### src/rtl/afe_cfg_pkg.sv
package afe_cfg_pkg;
   // ----------------------------------------------------------------
   // Register addresses (5-bit serial address)
   // ----------------------------------------------------------------
   localparam logic [4:0] ADDR_CONTROL = 5'h0F;
   localparam logic [4:0] ADDR_DELAY_FIRST = 5'h10;
   localparam logic [4:0] ADDR_DELAY_SECOND = 5'h11;
   localparam logic [4:0] ADDR_DELAY_THIRD = 5'h12;
   localparam logic [4:0] ADDR_DELAY_FOURTH = 5'h13;
   localparam logic [4:0] ADDR_OPERATING_MODE = 5'h14;
   localparam logic [4:0] ADDR_FACTORY_TEST = 5'h15;
   // ----------------------------------------------------------------
   // Reset values
   // ----------------------------------------------------------------
   localparam logic [7:0] RST_DELAY_FIRST = 8'h80;
   localparam logic [7:0] RST_DELAY_OTHER = 8'h00;
   localparam logic [9:0] RST_OPERATING_MODE = 10'h001;
   localparam logic [9:0] RST_FACTORY_TEST = 10'h000;
   // ----------------------------------------------------------------
   // Field positions
   // ----------------------------------------------------------------
   localparam int POS_NIBBLE_HI = 4;
   localparam int POS_NIBBLE_LO = 0;
   localparam int POS_NO_HALF_FS = 7;
   localparam int POS_TEST_ENABLE = 6;
   localparam int POS_GAIN_SELECT = 5;
   localparam int POS_SENSOR_TYPE = 4;
   localparam int POS_CHANNEL_SEL = 2;
   localparam int POS_ALT_PIXEL = 1;
   localparam int POS_GAIN_OFFSET = 0;
   localparam int POS_SOFT_RESET = 0;
   // ----------------------------------------------------------------
   // Timing
   // ----------------------------------------------------------------
   localparam int CLK_PERIOD_PS = 4000;
   localparam int SOFT_RESET_NS = 10;
   localparam int SOFT_RESET_CYCLES =
      ((SOFT_RESET_NS * 1000) / CLK_PERIOD_PS < 1) ? 1 :
      (SOFT_RESET_NS * 1000) / CLK_PERIOD_PS;
   localparam int OUT_STEP_PS = 1000;
   localparam int EDGE_STEP_PS = 500;

   typedef enum logic [1:0] {
      CHANNEL_SELECT_ALL_THREE,
      CHANNEL_SELECT_RED,
      CHANNEL_SELECT_GREEN,
      CHANNEL_SELECT_BLUE
   } channel_set_t;

   // Decoded timing settings, delays in picoseconds except the transfer strobe nibble
   typedef struct packed {
      logic [15:0] output_data_delay;
      logic [15:0] black_sample_lead_delay;
      logic [15:0] black_sample_trail_delay;
      logic [15:0] video_sample_lead_delay;
      logic [15:0] video_sample_trail_delay;
      logic [3:0] gain_offset_transfer_delay;
      logic [15:0] converter_clock_delay;
   } timing_cfg_t;

   // Decoded mode settings
   typedef struct packed {
      logic no_half_full_scale;
      logic test_enable;
      logic high_gain_range;
      logic contact_sensor;
      channel_set_t channel_select;
      logic alternate_pixel_offset_mode;
      logic gain_offset_mode_bit;
   } mode_cfg_t;
endpackage

### src/rtl/cfg_reg_word.sv
`timescale 1ns/100ps
// One register word with reset value and soft clear
module cfg_reg_word
   import afe_cfg_pkg::*;
#(
   parameter int WIDTH = 8,
   parameter logic [WIDTH-1:0] RESET_VALUE = '0
) (
   input wire logic core_clk, // Core clock
   input wire logic rst, // Async reset, high
   input wire logic soft_clear, // Return to default
   input wire logic wr_en, // Write strobe
   input wire logic [WIDTH-1:0] wr_data, // Write data
   output logic [WIDTH-1:0] value // Stored value
);
   // Storage
   always_ff @(posedge core_clk or posedge rst) begin
      if (rst) begin
         value <= RESET_VALUE;
      end else if (soft_clear) begin
         value <= RESET_VALUE;
      end else if (wr_en) begin
         value <= wr_data;
      end
   end
endmodule // cfg_reg_word

### src/rtl/afe_timing_and_mode_config.sv
`timescale 1ns/100ps
// Function
// - Output delay nibble, 0 to 15 ns
// - Black sample lead edge, 0.5 ns steps
// - Black sample trail edge, 0.5 ns steps
// - Video sample lead edge, 0.5 ns steps
// - Video sample trail edge, 0.5 ns steps
// - Gain offset transfer strobe delay nibble
// - Converter clock delay, 0.5 ns steps
// - Gain select: 1-10 or 2-20 range
// - Sensor bit: 0 CCD, 1 CIS
// - Channel select: all, red, green, blue
// - Alternate pixel bit enables even offsets
// - Gain offset bit: fixed or per pixel
// - Mode at 10100, resets to 0x001
// - Bit 7 disables full scale halving
// - Soft reset restores all register defaults
module afe_timing_and_mode_config
   import afe_cfg_pkg::*;
(
   input wire logic core_clk, // Core clock, 250 MHz
   input wire logic rst, // Async reset, high
   input wire logic reg_wr, // Register write strobe
   input wire logic reg_rd, // Register read strobe
   input wire logic [4:0] reg_addr, // Serial register address
   input wire logic [9:0] reg_wdata, // Write data
   output logic [9:0] reg_rdata, // Read data, registered
   output logic reg_rvalid, // Read data valid pulse
   output logic soft_reset_active, // Soft reset in progress
   output timing_cfg_t timing_cfg, // Decoded delays
   output mode_cfg_t mode_cfg, // Decoded mode
   output logic [9:0] factory_test // Factory test word
);
   // ----------------------------------------------------------------
   // Address decode
   // ----------------------------------------------------------------
   function automatic logic hit(input logic [4:0] a, input logic [4:0] target);
      hit = (a == target);
   endfunction

   // Nibble code to picoseconds
   function automatic logic [15:0] scale(input logic [3:0] code, input int step);
      scale = 16'(int'(code) * step);
   endfunction

   // Internal state
   logic [SOFT_RESET_CYCLES:0] soft_count;
   logic soft_clear;
   logic [7:0] delay_reg [4];
   logic [9:0] operating_mode;
   logic [4:0] delay_addr [4];

   // Addresses of the four delay words
   assign delay_addr[0] = ADDR_DELAY_FIRST;
   assign delay_addr[1] = ADDR_DELAY_SECOND;
   assign delay_addr[2] = ADDR_DELAY_THIRD;
   assign delay_addr[3] = ADDR_DELAY_FOURTH;

   // ----------------------------------------------------------------
   // Self-clearing soft reset
   // ----------------------------------------------------------------
   // Shift register holds clear for three cycles, 12 ns
   always_ff @(posedge core_clk or posedge rst) begin
      if (rst) begin
         soft_count <= '0;
      end else if (reg_wr && hit(reg_addr, ADDR_CONTROL) && reg_wdata[POS_SOFT_RESET]) begin
         soft_count <= '1;
      end else begin
         soft_count <= soft_count >> 1;
      end
   end

   // Clear pulse is the last stage of the chain
   assign soft_clear = soft_count[0];
   assign soft_reset_active = soft_clear;

   // ----------------------------------------------------------------
   // Register words
   // ----------------------------------------------------------------
   // Four delay registers
   genvar gi;
   generate
      for (gi = 0; gi < 4; gi++) begin : g_delay
         cfg_reg_word #(
            .WIDTH(8),
            .RESET_VALUE((gi == 0) ? RST_DELAY_FIRST : RST_DELAY_OTHER)
         ) u_word (
            .core_clk(core_clk),
            .rst(rst),
            .soft_clear(soft_clear),
            .wr_en(reg_wr && !soft_clear && hit(reg_addr, delay_addr[gi])),
            .wr_data(reg_wdata[7:0]),
            .value(delay_reg[gi])
         );
      end
   endgenerate

   // Mode register
   cfg_reg_word #(
      .WIDTH(10),
      .RESET_VALUE(RST_OPERATING_MODE)
   ) u_mode (
      .core_clk(core_clk),
      .rst(rst),
      .soft_clear(soft_clear),
      .wr_en(reg_wr && !soft_clear && hit(reg_addr, ADDR_OPERATING_MODE)),
      .wr_data(reg_wdata),
      .value(operating_mode)
   );

   // Factory test register
   cfg_reg_word #(
      .WIDTH(10),
      .RESET_VALUE(RST_FACTORY_TEST)
   ) u_test (
      .core_clk(core_clk),
      .rst(rst),
      .soft_clear(soft_clear),
      .wr_en(reg_wr && !soft_clear && hit(reg_addr, ADDR_FACTORY_TEST)),
      .wr_data(reg_wdata),
      .value(factory_test)
   );

   // ----------------------------------------------------------------
   // Read port
   // ----------------------------------------------------------------
   // Registered read mux, unmapped reads zero
   always_ff @(posedge core_clk or posedge rst) begin
      if (rst) begin
         reg_rdata <= '0;
         reg_rvalid <= 1'b0;
      end else begin
         reg_rvalid <= reg_rd;
         if (reg_rd) begin
            unique case (reg_addr)
               ADDR_DELAY_FIRST: reg_rdata <= {2'h0, delay_reg[0]};
               ADDR_DELAY_SECOND: reg_rdata <= {2'h0, delay_reg[1]};
               ADDR_DELAY_THIRD: reg_rdata <= {2'h0, delay_reg[2]};
               ADDR_DELAY_FOURTH: reg_rdata <= {2'h0, delay_reg[3]};
               ADDR_OPERATING_MODE: reg_rdata <= {2'h0, operating_mode[7:0]};
               ADDR_FACTORY_TEST: reg_rdata <= factory_test;
               default: reg_rdata <= '0;
            endcase
         end
      end
   end

   // ----------------------------------------------------------------
   // Decoded timing outputs
   // ----------------------------------------------------------------
   // Delays in picoseconds except the transfer strobe nibble, registered
   always_ff @(posedge core_clk or posedge rst) begin
      if (rst) begin
         timing_cfg <= '0;
      end else begin
         timing_cfg.output_data_delay <=
            scale(delay_reg[0][POS_NIBBLE_LO +: 4], OUT_STEP_PS);
         timing_cfg.black_sample_lead_delay <=
            scale(delay_reg[1][POS_NIBBLE_HI +: 4], EDGE_STEP_PS);
         timing_cfg.black_sample_trail_delay <=
            scale(delay_reg[1][POS_NIBBLE_LO +: 4], EDGE_STEP_PS);
         timing_cfg.video_sample_lead_delay <=
            scale(delay_reg[2][POS_NIBBLE_HI +: 4], EDGE_STEP_PS);
         timing_cfg.video_sample_trail_delay <=
            scale(delay_reg[2][POS_NIBBLE_LO +: 4], EDGE_STEP_PS);
         timing_cfg.gain_offset_transfer_delay <=
            delay_reg[3][POS_NIBBLE_HI +: 4];
         timing_cfg.converter_clock_delay <=
            scale(delay_reg[3][POS_NIBBLE_LO +: 4], EDGE_STEP_PS);
      end
   end

   // ----------------------------------------------------------------
   // Decoded mode outputs
   // ----------------------------------------------------------------
   // Mode fields, registered
   always_ff @(posedge core_clk or posedge rst) begin
      if (rst) begin
         mode_cfg <= '0;
         mode_cfg.gain_offset_mode_bit <= 1'b1;
      end else begin
         mode_cfg.no_half_full_scale <= operating_mode[POS_NO_HALF_FS];
         mode_cfg.test_enable <= operating_mode[POS_TEST_ENABLE];
         mode_cfg.high_gain_range <= operating_mode[POS_GAIN_SELECT];
         mode_cfg.contact_sensor <= operating_mode[POS_SENSOR_TYPE];
         mode_cfg.channel_select <=
            channel_set_t'(operating_mode[POS_CHANNEL_SEL +: 2]);
         mode_cfg.alternate_pixel_offset_mode <= operating_mode[POS_ALT_PIXEL];
         mode_cfg.gain_offset_mode_bit <= operating_mode[POS_GAIN_OFFSET];
      end
   end

   // ----------------------------------------------------------------
   // Checks
   // ----------------------------------------------------------------
   property p_out_delay;
      @(posedge core_clk) disable iff (rst)
      1'b1 |=> timing_cfg.output_data_delay == 16'($past(delay_reg[0][3:0])) * 16'h03E8;
   endproperty
   a_out_delay: assert property (p_out_delay) else $error("output delay wrong");

   property p_black_lead;
      @(posedge core_clk) disable iff (rst)
      1'b1 |=> timing_cfg.black_sample_lead_delay == 16'($past(delay_reg[1][7:4])) * 16'h01F4;
   endproperty
   a_black_lead: assert property (p_black_lead) else $error("black lead wrong");

   property p_black_trail;
      @(posedge core_clk) disable iff (rst)
      1'b1 |=> timing_cfg.black_sample_trail_delay == 16'($past(delay_reg[1][3:0])) * 16'h01F4;
   endproperty
   a_black_trail: assert property (p_black_trail) else $error("black trail wrong");

   property p_video_lead;
      @(posedge core_clk) disable iff (rst)
      1'b1 |=> timing_cfg.video_sample_lead_delay == 16'($past(delay_reg[2][7:4])) * 16'h01F4;
   endproperty
   a_video_lead: assert property (p_video_lead) else $error("video lead wrong");

   property p_conv_delay;
      @(posedge core_clk) disable iff (rst)
      1'b1 |=> timing_cfg.converter_clock_delay == 16'($past(delay_reg[3][3:0])) * 16'h01F4;
   endproperty
   a_conv_delay: assert property (p_conv_delay) else $error("converter delay wrong");

   property p_mode_write;
      @(posedge core_clk) disable iff (rst)
      reg_wr && reg_addr == 5'h14 && !soft_clear |=> ##1 mode_cfg.gain_offset_mode_bit ==
         $past(reg_wdata[0], 2) && mode_cfg.channel_select == $past(reg_wdata[3:2], 2);
   endproperty
   a_mode_write: assert property (p_mode_write) else $error("mode write lost");

   property p_soft_reset;
      @(posedge core_clk) disable iff (rst)
      $fell(soft_clear) |-> operating_mode == 10'h001 && delay_reg[0] == 8'h80 &&
         factory_test == 10'h000;
   endproperty
   a_soft_reset: assert property (p_soft_reset) else $error("soft reset incomplete");

   property p_soft_len;
      @(posedge core_clk) disable iff (rst)
      reg_wr && reg_addr == 5'h0F && reg_wdata[0] |=> soft_clear [*3] ##1 !soft_clear;
   endproperty
   a_soft_len: assert property (p_soft_len) else $error("soft reset length wrong");

   property p_gain_range;
      @(posedge core_clk) disable iff (rst)
      $changed(operating_mode[5]) |=> mode_cfg.high_gain_range == $past(operating_mode[5]);
   endproperty
   a_gain_range: assert property (p_gain_range) else $error("gain range wrong");

   property p_video_trail;
      @(posedge core_clk) disable iff (rst)
      1'b1 |=> timing_cfg.video_sample_trail_delay == 16'($past(delay_reg[2][3:0])) * 16'h01F4;
   endproperty
   a_video_trail: assert property (p_video_trail) else $error("video trail wrong");

   property p_xfer_delay;
      @(posedge core_clk) disable iff (rst)
      1'b1 |=> timing_cfg.gain_offset_transfer_delay == $past(delay_reg[3][7:4]);
   endproperty
   a_xfer_delay: assert property (p_xfer_delay) else $error("transfer delay wrong");

   property p_sensor_type;
      @(posedge core_clk) disable iff (rst)
      1'b1 |=> mode_cfg.contact_sensor == $past(operating_mode[POS_SENSOR_TYPE]);
   endproperty
   a_sensor_type: assert property (p_sensor_type) else $error("sensor type wrong");

   property p_channel_sel;
      @(posedge core_clk) disable iff (rst)
      1'b1 |=> mode_cfg.channel_select == $past(operating_mode[3:2]);
   endproperty
   a_channel_sel: assert property (p_channel_sel) else $error("channel select wrong");

   property p_alt_pixel;
      @(posedge core_clk) disable iff (rst)
      1'b1 |=> mode_cfg.alternate_pixel_offset_mode == $past(operating_mode[POS_ALT_PIXEL]);
   endproperty
   a_alt_pixel: assert property (p_alt_pixel) else $error("alternate pixel wrong");

   property p_full_scale;
      @(posedge core_clk) disable iff (rst)
      1'b1 |=> mode_cfg.no_half_full_scale == $past(operating_mode[POS_NO_HALF_FS]);
   endproperty
   a_full_scale: assert property (p_full_scale) else $error("full scale bit wrong");

   property p_clear_hold;
      @(posedge core_clk) disable iff (rst)
      soft_clear |=> operating_mode == RST_OPERATING_MODE && delay_reg[0] == RST_DELAY_FIRST &&
         factory_test == RST_FACTORY_TEST;
   endproperty
   a_clear_hold: assert property (p_clear_hold) else $error("clear not held");

   property p_mode_read;
      @(posedge core_clk) disable iff (rst)
      reg_rd && reg_addr == ADDR_OPERATING_MODE |=> reg_rvalid &&
         reg_rdata == {2'h0, $past(operating_mode[7:0])};
   endproperty
   a_mode_read: assert property (p_mode_read) else $error("mode read wrong");

   property p_test_read;
      @(posedge core_clk) disable iff (rst)
      reg_rd && reg_addr == ADDR_FACTORY_TEST |=> reg_rvalid && reg_rdata == $past(factory_test);
   endproperty
   a_test_read: assert property (p_test_read) else $error("test read wrong");
endmodule // afe_timing_and_mode_config

### config.mk
export PLATFORM = sky130hd
export DESIGN_NAME = afe_timing_and_mode_config
export DESIGN_NICKNAME = d
export VERILOG_FILES = /design/src/rtl/afe_cfg_pkg.sv /design/src/rtl/cfg_reg_word.sv /design/src/rtl/afe_timing_and_mode_config.sv
export SDC_FILE = /design/constraint.sdc
export NUM_CORES = 1
export LEC_CHECK = 0
export BUFFER_PORTS_ARGS = -buffer_cell sky130_fd_sc_hd__buf_2
export CORE_MARGIN = 4
export CORE_UTILIZATION = 51
export DETAILED_ROUTE_END_ITERATION = 10
export GPL_ROUTABILITY_DRIVEN = 0
export PLACE_DENSITY = 0.77
export SLEW_MARGIN = 20
export SYNTH_ARGS = -nofsm -noshare
export SYNTH_HDL_FRONTEND = slang
export SYNTH_SLANG_ARGS = --single-unit
### constraint.sdc
create_clock -name core_clk -period 3.81 [get_ports core_clk]
set_input_delay 0.1905 -clock core_clk [delete_from_list [all_inputs] [get_ports core_clk]]
set_output_delay 0.1905 -clock core_clk [all_outputs]
set_load 0.02 [all_outputs]
# Word-level counts from Yosys, hierarchy flattened
# Cells that the tools add are included.
[totals] regBits=159 wordCells=66
[classes] n_mux=14 n_mul=6 n_eq_ne=7 n_reduce_logical=16
[op_table] op="2-to-1 mux 8 bit" count=10
[op_table] op="multiplier 4 x 7 -> 11 bit (second input constant)" count=6
[op_table] op="case mux 10 bit (6 select lines)" count=1
[op_table] op="equality test 5 bit (second input constant)" count=6
[op_table] op="2-to-1 mux 10 bit" count=2
[op_table] op="nonzero test 2 bit" count=6
[op_table] op="logical AND 1 bit" count=9
[op_table] op="equality test 5 x 4 -> 1 bit (second input constant)" count=1
[op_table] op="2-to-1 mux 3 bit" count=1
[op_table] op="logical NOT 1 bit" count=1

# Longest topological paths before layout
[depth] depth_word=5 mapped_depth=9

# Hierarchy
# Synthesis repeated with hierarchy kept, for this count alone.
[hier_totals] cells_unflattened=776 area_unflattened_um2=8667.1
[by_module_without_submodules] mod="afe_timing_and_mode_config" area_per_inst_um2=6528.8 cells_per_inst=602 n_inst=1 seq_area_each_um2=2303.5
[by_module_without_submodules] mod="cfg_reg_word at g_delay[1].u_word ..." area_per_inst_um2=329.1 cells_per_inst=27 n_inst=3 seq_area_each_um2=200.2
[by_module_without_submodules] mod="cfg_reg_word at u_mode" area_per_inst_um2=410.4 cells_per_inst=33 n_inst=1 seq_area_each_um2=251.5
[by_module_without_submodules] mod="cfg_reg_word at u_test" area_per_inst_um2=406.6 cells_per_inst=33 n_inst=1 seq_area_each_um2=250.2
[by_module_without_submodules] mod="cfg_reg_word at g_delay[0].u_word" area_per_inst_um2=334.1 cells_per_inst=27 n_inst=1 seq_area_each_um2=201.4

# Worst setup path after synthesis
# No wires, ideal clock.
[synth_path] kind="reg-to-reg" from="register g_delay[2].u_word.value[5]" to="register timing_cfg[48] (netlist name)" arrival_ps=2853 setup_time_ps=80 t_required_ps=3730 slack_ps=877 path_stages_with_launch=10 cell_sequence="dfrtp_1 > fa_1 > inv_1 > fa_1 > inv_1 > ha_1 > and3_1 > a221o_1 > o21ai_0 > xnor2_1"
[synth_between] elab_chain_cells=1
[synth_lines] element="from (decl)" line="cfg_reg_word.sv:14" source="output logic [WIDTH-1:0] value"
[synth_lines] element="from (signal assigned)" line="cfg_reg_word.sv:23" source="value <= wr_data;"
[synth_lines] element="multiplier 4 x 7 -> 11 bit" line="afe_timing_and_mode_config.sv:43" source="scale = 16'(int'(code) * step);"
[synth_lines] element="to (decl)" line="afe_timing_and_mode_config.sv:30" source="output timing_cfg_t timing_cfg,"
# No other way between the ends.
# A chain may end at the register's enable or synchronous reset.

# Worst setup path in the final report
# Same ends and word-level chain as after synthesis.

==> flow_summary.ini <==
[floorplanning]
fp.dieW_um = 137
io_pins = 149
num_rows = 47
die_h_um = 137
die-area_um2 = 18900
coreArea_um2 = 16500
initial_core_util_pct = 51.8

[synth]
synthSimpleGateAreaFrac_pct = 13.3
synth_top_area_share_pct = 40.8
synth_cell_types = 54
synth_area_per_cell_um2 = 10.4
synth_adder_area_share_pct = 22.2
synth.area.top_cells = dfrtp_1 (41%), ha_1 (12%), fa_1 (9.9%)
synth_edf_count = 0
netlist_area_um2 = 8530
synth_warnings = 0
syn_inst = 821
synth_seq_cells = 142
synth_xor_area_share_pct = 2.46
synth_compound_area_share_pct = 9.61
synth_top_cell_by_area = dfrtp_1
synth_ff_type = dfrtp_1
synth-seq-area-share_pct = 41.7
synth_async_sr_flop_share_pct = 100
muxShareOfSynthArea_pct = 2.45
synth_top_family_by_area = adder cells

[worst_setup_path]
crit_fanout = 8
end_kind = register
arrival_ps = 3470
critical_path_class = reg -> reg
critPathLaunchType = register
required_ps = 4160

[placement]
portBuffers = 118
placed_cells = 1137
dp_slack_ps = 679
place_hpwl_um = 14000

[timing]
worst_pin_slew_ps = 934
fin_ws_ps = 689
slew_viol_final = 0
fin_skew_ps = 5.94
setup_tns_ps = 0
rsz0062_at_grt = no
fin_crit_sh_pct = 81.9
clock.fmax_mhz = 320
hold_slack_ps = 21.3
min_period_ps = 3120
slew_headroom_pct = 37.5
finalSetupViolCount = 0
hold_viol_final = 0

[pwr]
p_sw_share_pct = 37.5
pwr_density_cell_nw_per_um2 = 603
p_seq_share_pct = 35.6
irDropWorstVdd_mv = 0.344
clock_power_share_pct = 27.2
internal_power_mw = 3.70
p_leak_nw = 5.06
p_comb_share_pct = 37.2
switchingPower_mw = 2.22

[clock_tree]
ctsResizeCount = 0
clock_path_buffers = 2
cts_num_sinks = 142
ctsHoldBuffers = 1
cts_inserted_buffers = 17
cts_tree = yes
root_buffer = clkbuf_16
clkLatencyLatePin_ps = 420
cts_setup_buffers = 0
clk_pin_slew_ps = 60
cts-htree-levels = 4

[global_routing]
grt.total_usage_pct = 21.1
grt_pass1_wl_um = 31000
grt_max_degree = 70
antenna_found_initial = 1
grt_pass1_vias = 6129
grt-ovfl-total = 0

[final_layout]
drive_gt1_share_pct = 17.9
fin_cells = 1173
syn_to_final_growth_pct = 15.0
utilization_pct = 59.6
fin_nets = 1084

[route]
drt_first_iter_violations = 475
route.detailed.drc = 0
drt_wl_total_um = 18900
dr.pass1.iters = 7
vias = 6203
via_per_inst = 5.29
post_drt_wl_per_cell_um = 16.1
ant_nets = 0

[run_status]
outcome = complete, no violations

[flow_run]
drv_cap = 0

[hold_path]
min_path_type = in -> reg
==> state kept, by name (all words and copies together), names as in the netlist <==
signal                flops
g_delay.u_word.value     32
mode_cfg                  8
reg_rdata                10
reg_rvalid                1
soft_count                3
timing_cfg               70
u_mode.value              8
u_test.value             10
==> stage by stage <==
stage                     total power, mW  cell area [µm²]
after floorplan                      3.73             8640
after global placement               4.28             9200
after detailed placement             4.35             9200
after CTS                            5.99             9780
after global routing                 6.37             9820
final                                5.92             9820
==> per-layer routing <==
metal | wire, µm | global-route usage, %
met5 | 0 | 0
met4 | 367 | 8.04
met3 | 1280 | 4.64
met2 | 9200 | 34.5
met1 | 8050 | 27.7
==> synth_stat cells, types with 3 or more instances <==
library cell	count
dfrtp_1	139
inv_1	93
ha_1	84
a21oi_1	66
nor2_1	55
nand2_1	53
nand3_1	51
fa_1	42
buf_4	33
and3_1	17
o21ai_0	16
xnor2_1	14
mux2i_1	13
nor3_1	12
clkbuf_1	11
o211ai_1	10
xor2_1	10
nand3b_1	9
nor2b_1	9
buf_2	7
mux2_2	7
a222oi_1	6
nor3b_1	6
a2111o_1	4
a22oi_1	4
a31oi_1	4
dfstp_2	3
nand2b_1	3
o21a_1	3
o221ai_1	3
or3_1	3
==> power groups by stage <==
stage	Combinational (mW)	Sequential [mW]	Clock, mW
5_1_grt	2.50	2.16	1.71
4_1_cts	2.23	2.12	1.64
3_3_place_gp	2.15	2.13	0
3_5_place_dp	2.21	2.14	0
6_report	2.20	2.11	1.61
2_1_floorplan	1.25	2.48	0
==> worst max-delay path, stage by stage (launching register included) <==
cell	delay, ps
dfrtp_1	480
fa_1	690
inv_1	90
fa_1	500
inv_1	40
ha_1	330
and3_1	200
a221o_1	340
o21ai_0	230
xnor2_1	140
==> kinds of logic (layout without fill, tap and decap cells) <==
family / Yosys count / count (layout)
multiplexers: 20 / 20
XOR/XNOR: 24 / 24
AND/OR/NAND/NOR: 229 / 229
buffers and inverters: 148 / 250
flip-flops: 142 / 142
other: 1 / 31
adder cells (fa/ha/maj): 126 / 126
AO/OA/AOI/OAI: 131 / 131
==> final cells by class <==
class | instances | area (µm²)
diodes | 1 | 2.50
clock buffers | 21 | 450
clock inverters | 11 | 118
fillers | 1415 | 6650
inverters | 93 | 353
multi-input cells | 560 | 4390
flip-flops and latches | 142 | 3560
well taps | 220 | 275
repair buffers | 125 | 673
==> worst paths after layout <==
kind	to	start	slack (ps)	cells past startpoint
max in group asynchronous	u_mode.value[0]	rst	2520	5
max reg2reg	timing_cfg[48]	g_delay[2].u_word.value[5]	690	9
min in group asynchronous	timing_cfg[3]	rst	350	3
max	timing_cfg[48]	g_delay[2].u_word.value[5]	690	9
min reg2reg	mode_cfg[0]	u_mode.value[0]	390	0
min	u_test.value[9]	reg_wdata[9]	20	3
==> layout by cell type (no fill, tap or decap), types with 16 or more instances in the layout <==
| cell | Yosys | layout |
|---|---|---|
| a21oi_1 | 66 | 66 |
| and3_1 | 17 | 17 |
| buf_2 | 7 | 118 |
| clkbuf_16 | 0 | 17 |
| conb_1 | 1 | 30 |
| dfrtp_1 | 139 | 139 |
| fa_1 | 42 | 42 |
| ha_1 | 84 | 84 |
| inv_1 | 93 | 92 |
| nand2_1 | 53 | 53 |
| nand3_1 | 51 | 51 |
| nor2_1 | 55 | 55 |
| o21ai_0 | 16 | 16 |
Power figures use the tool's default switching activity.
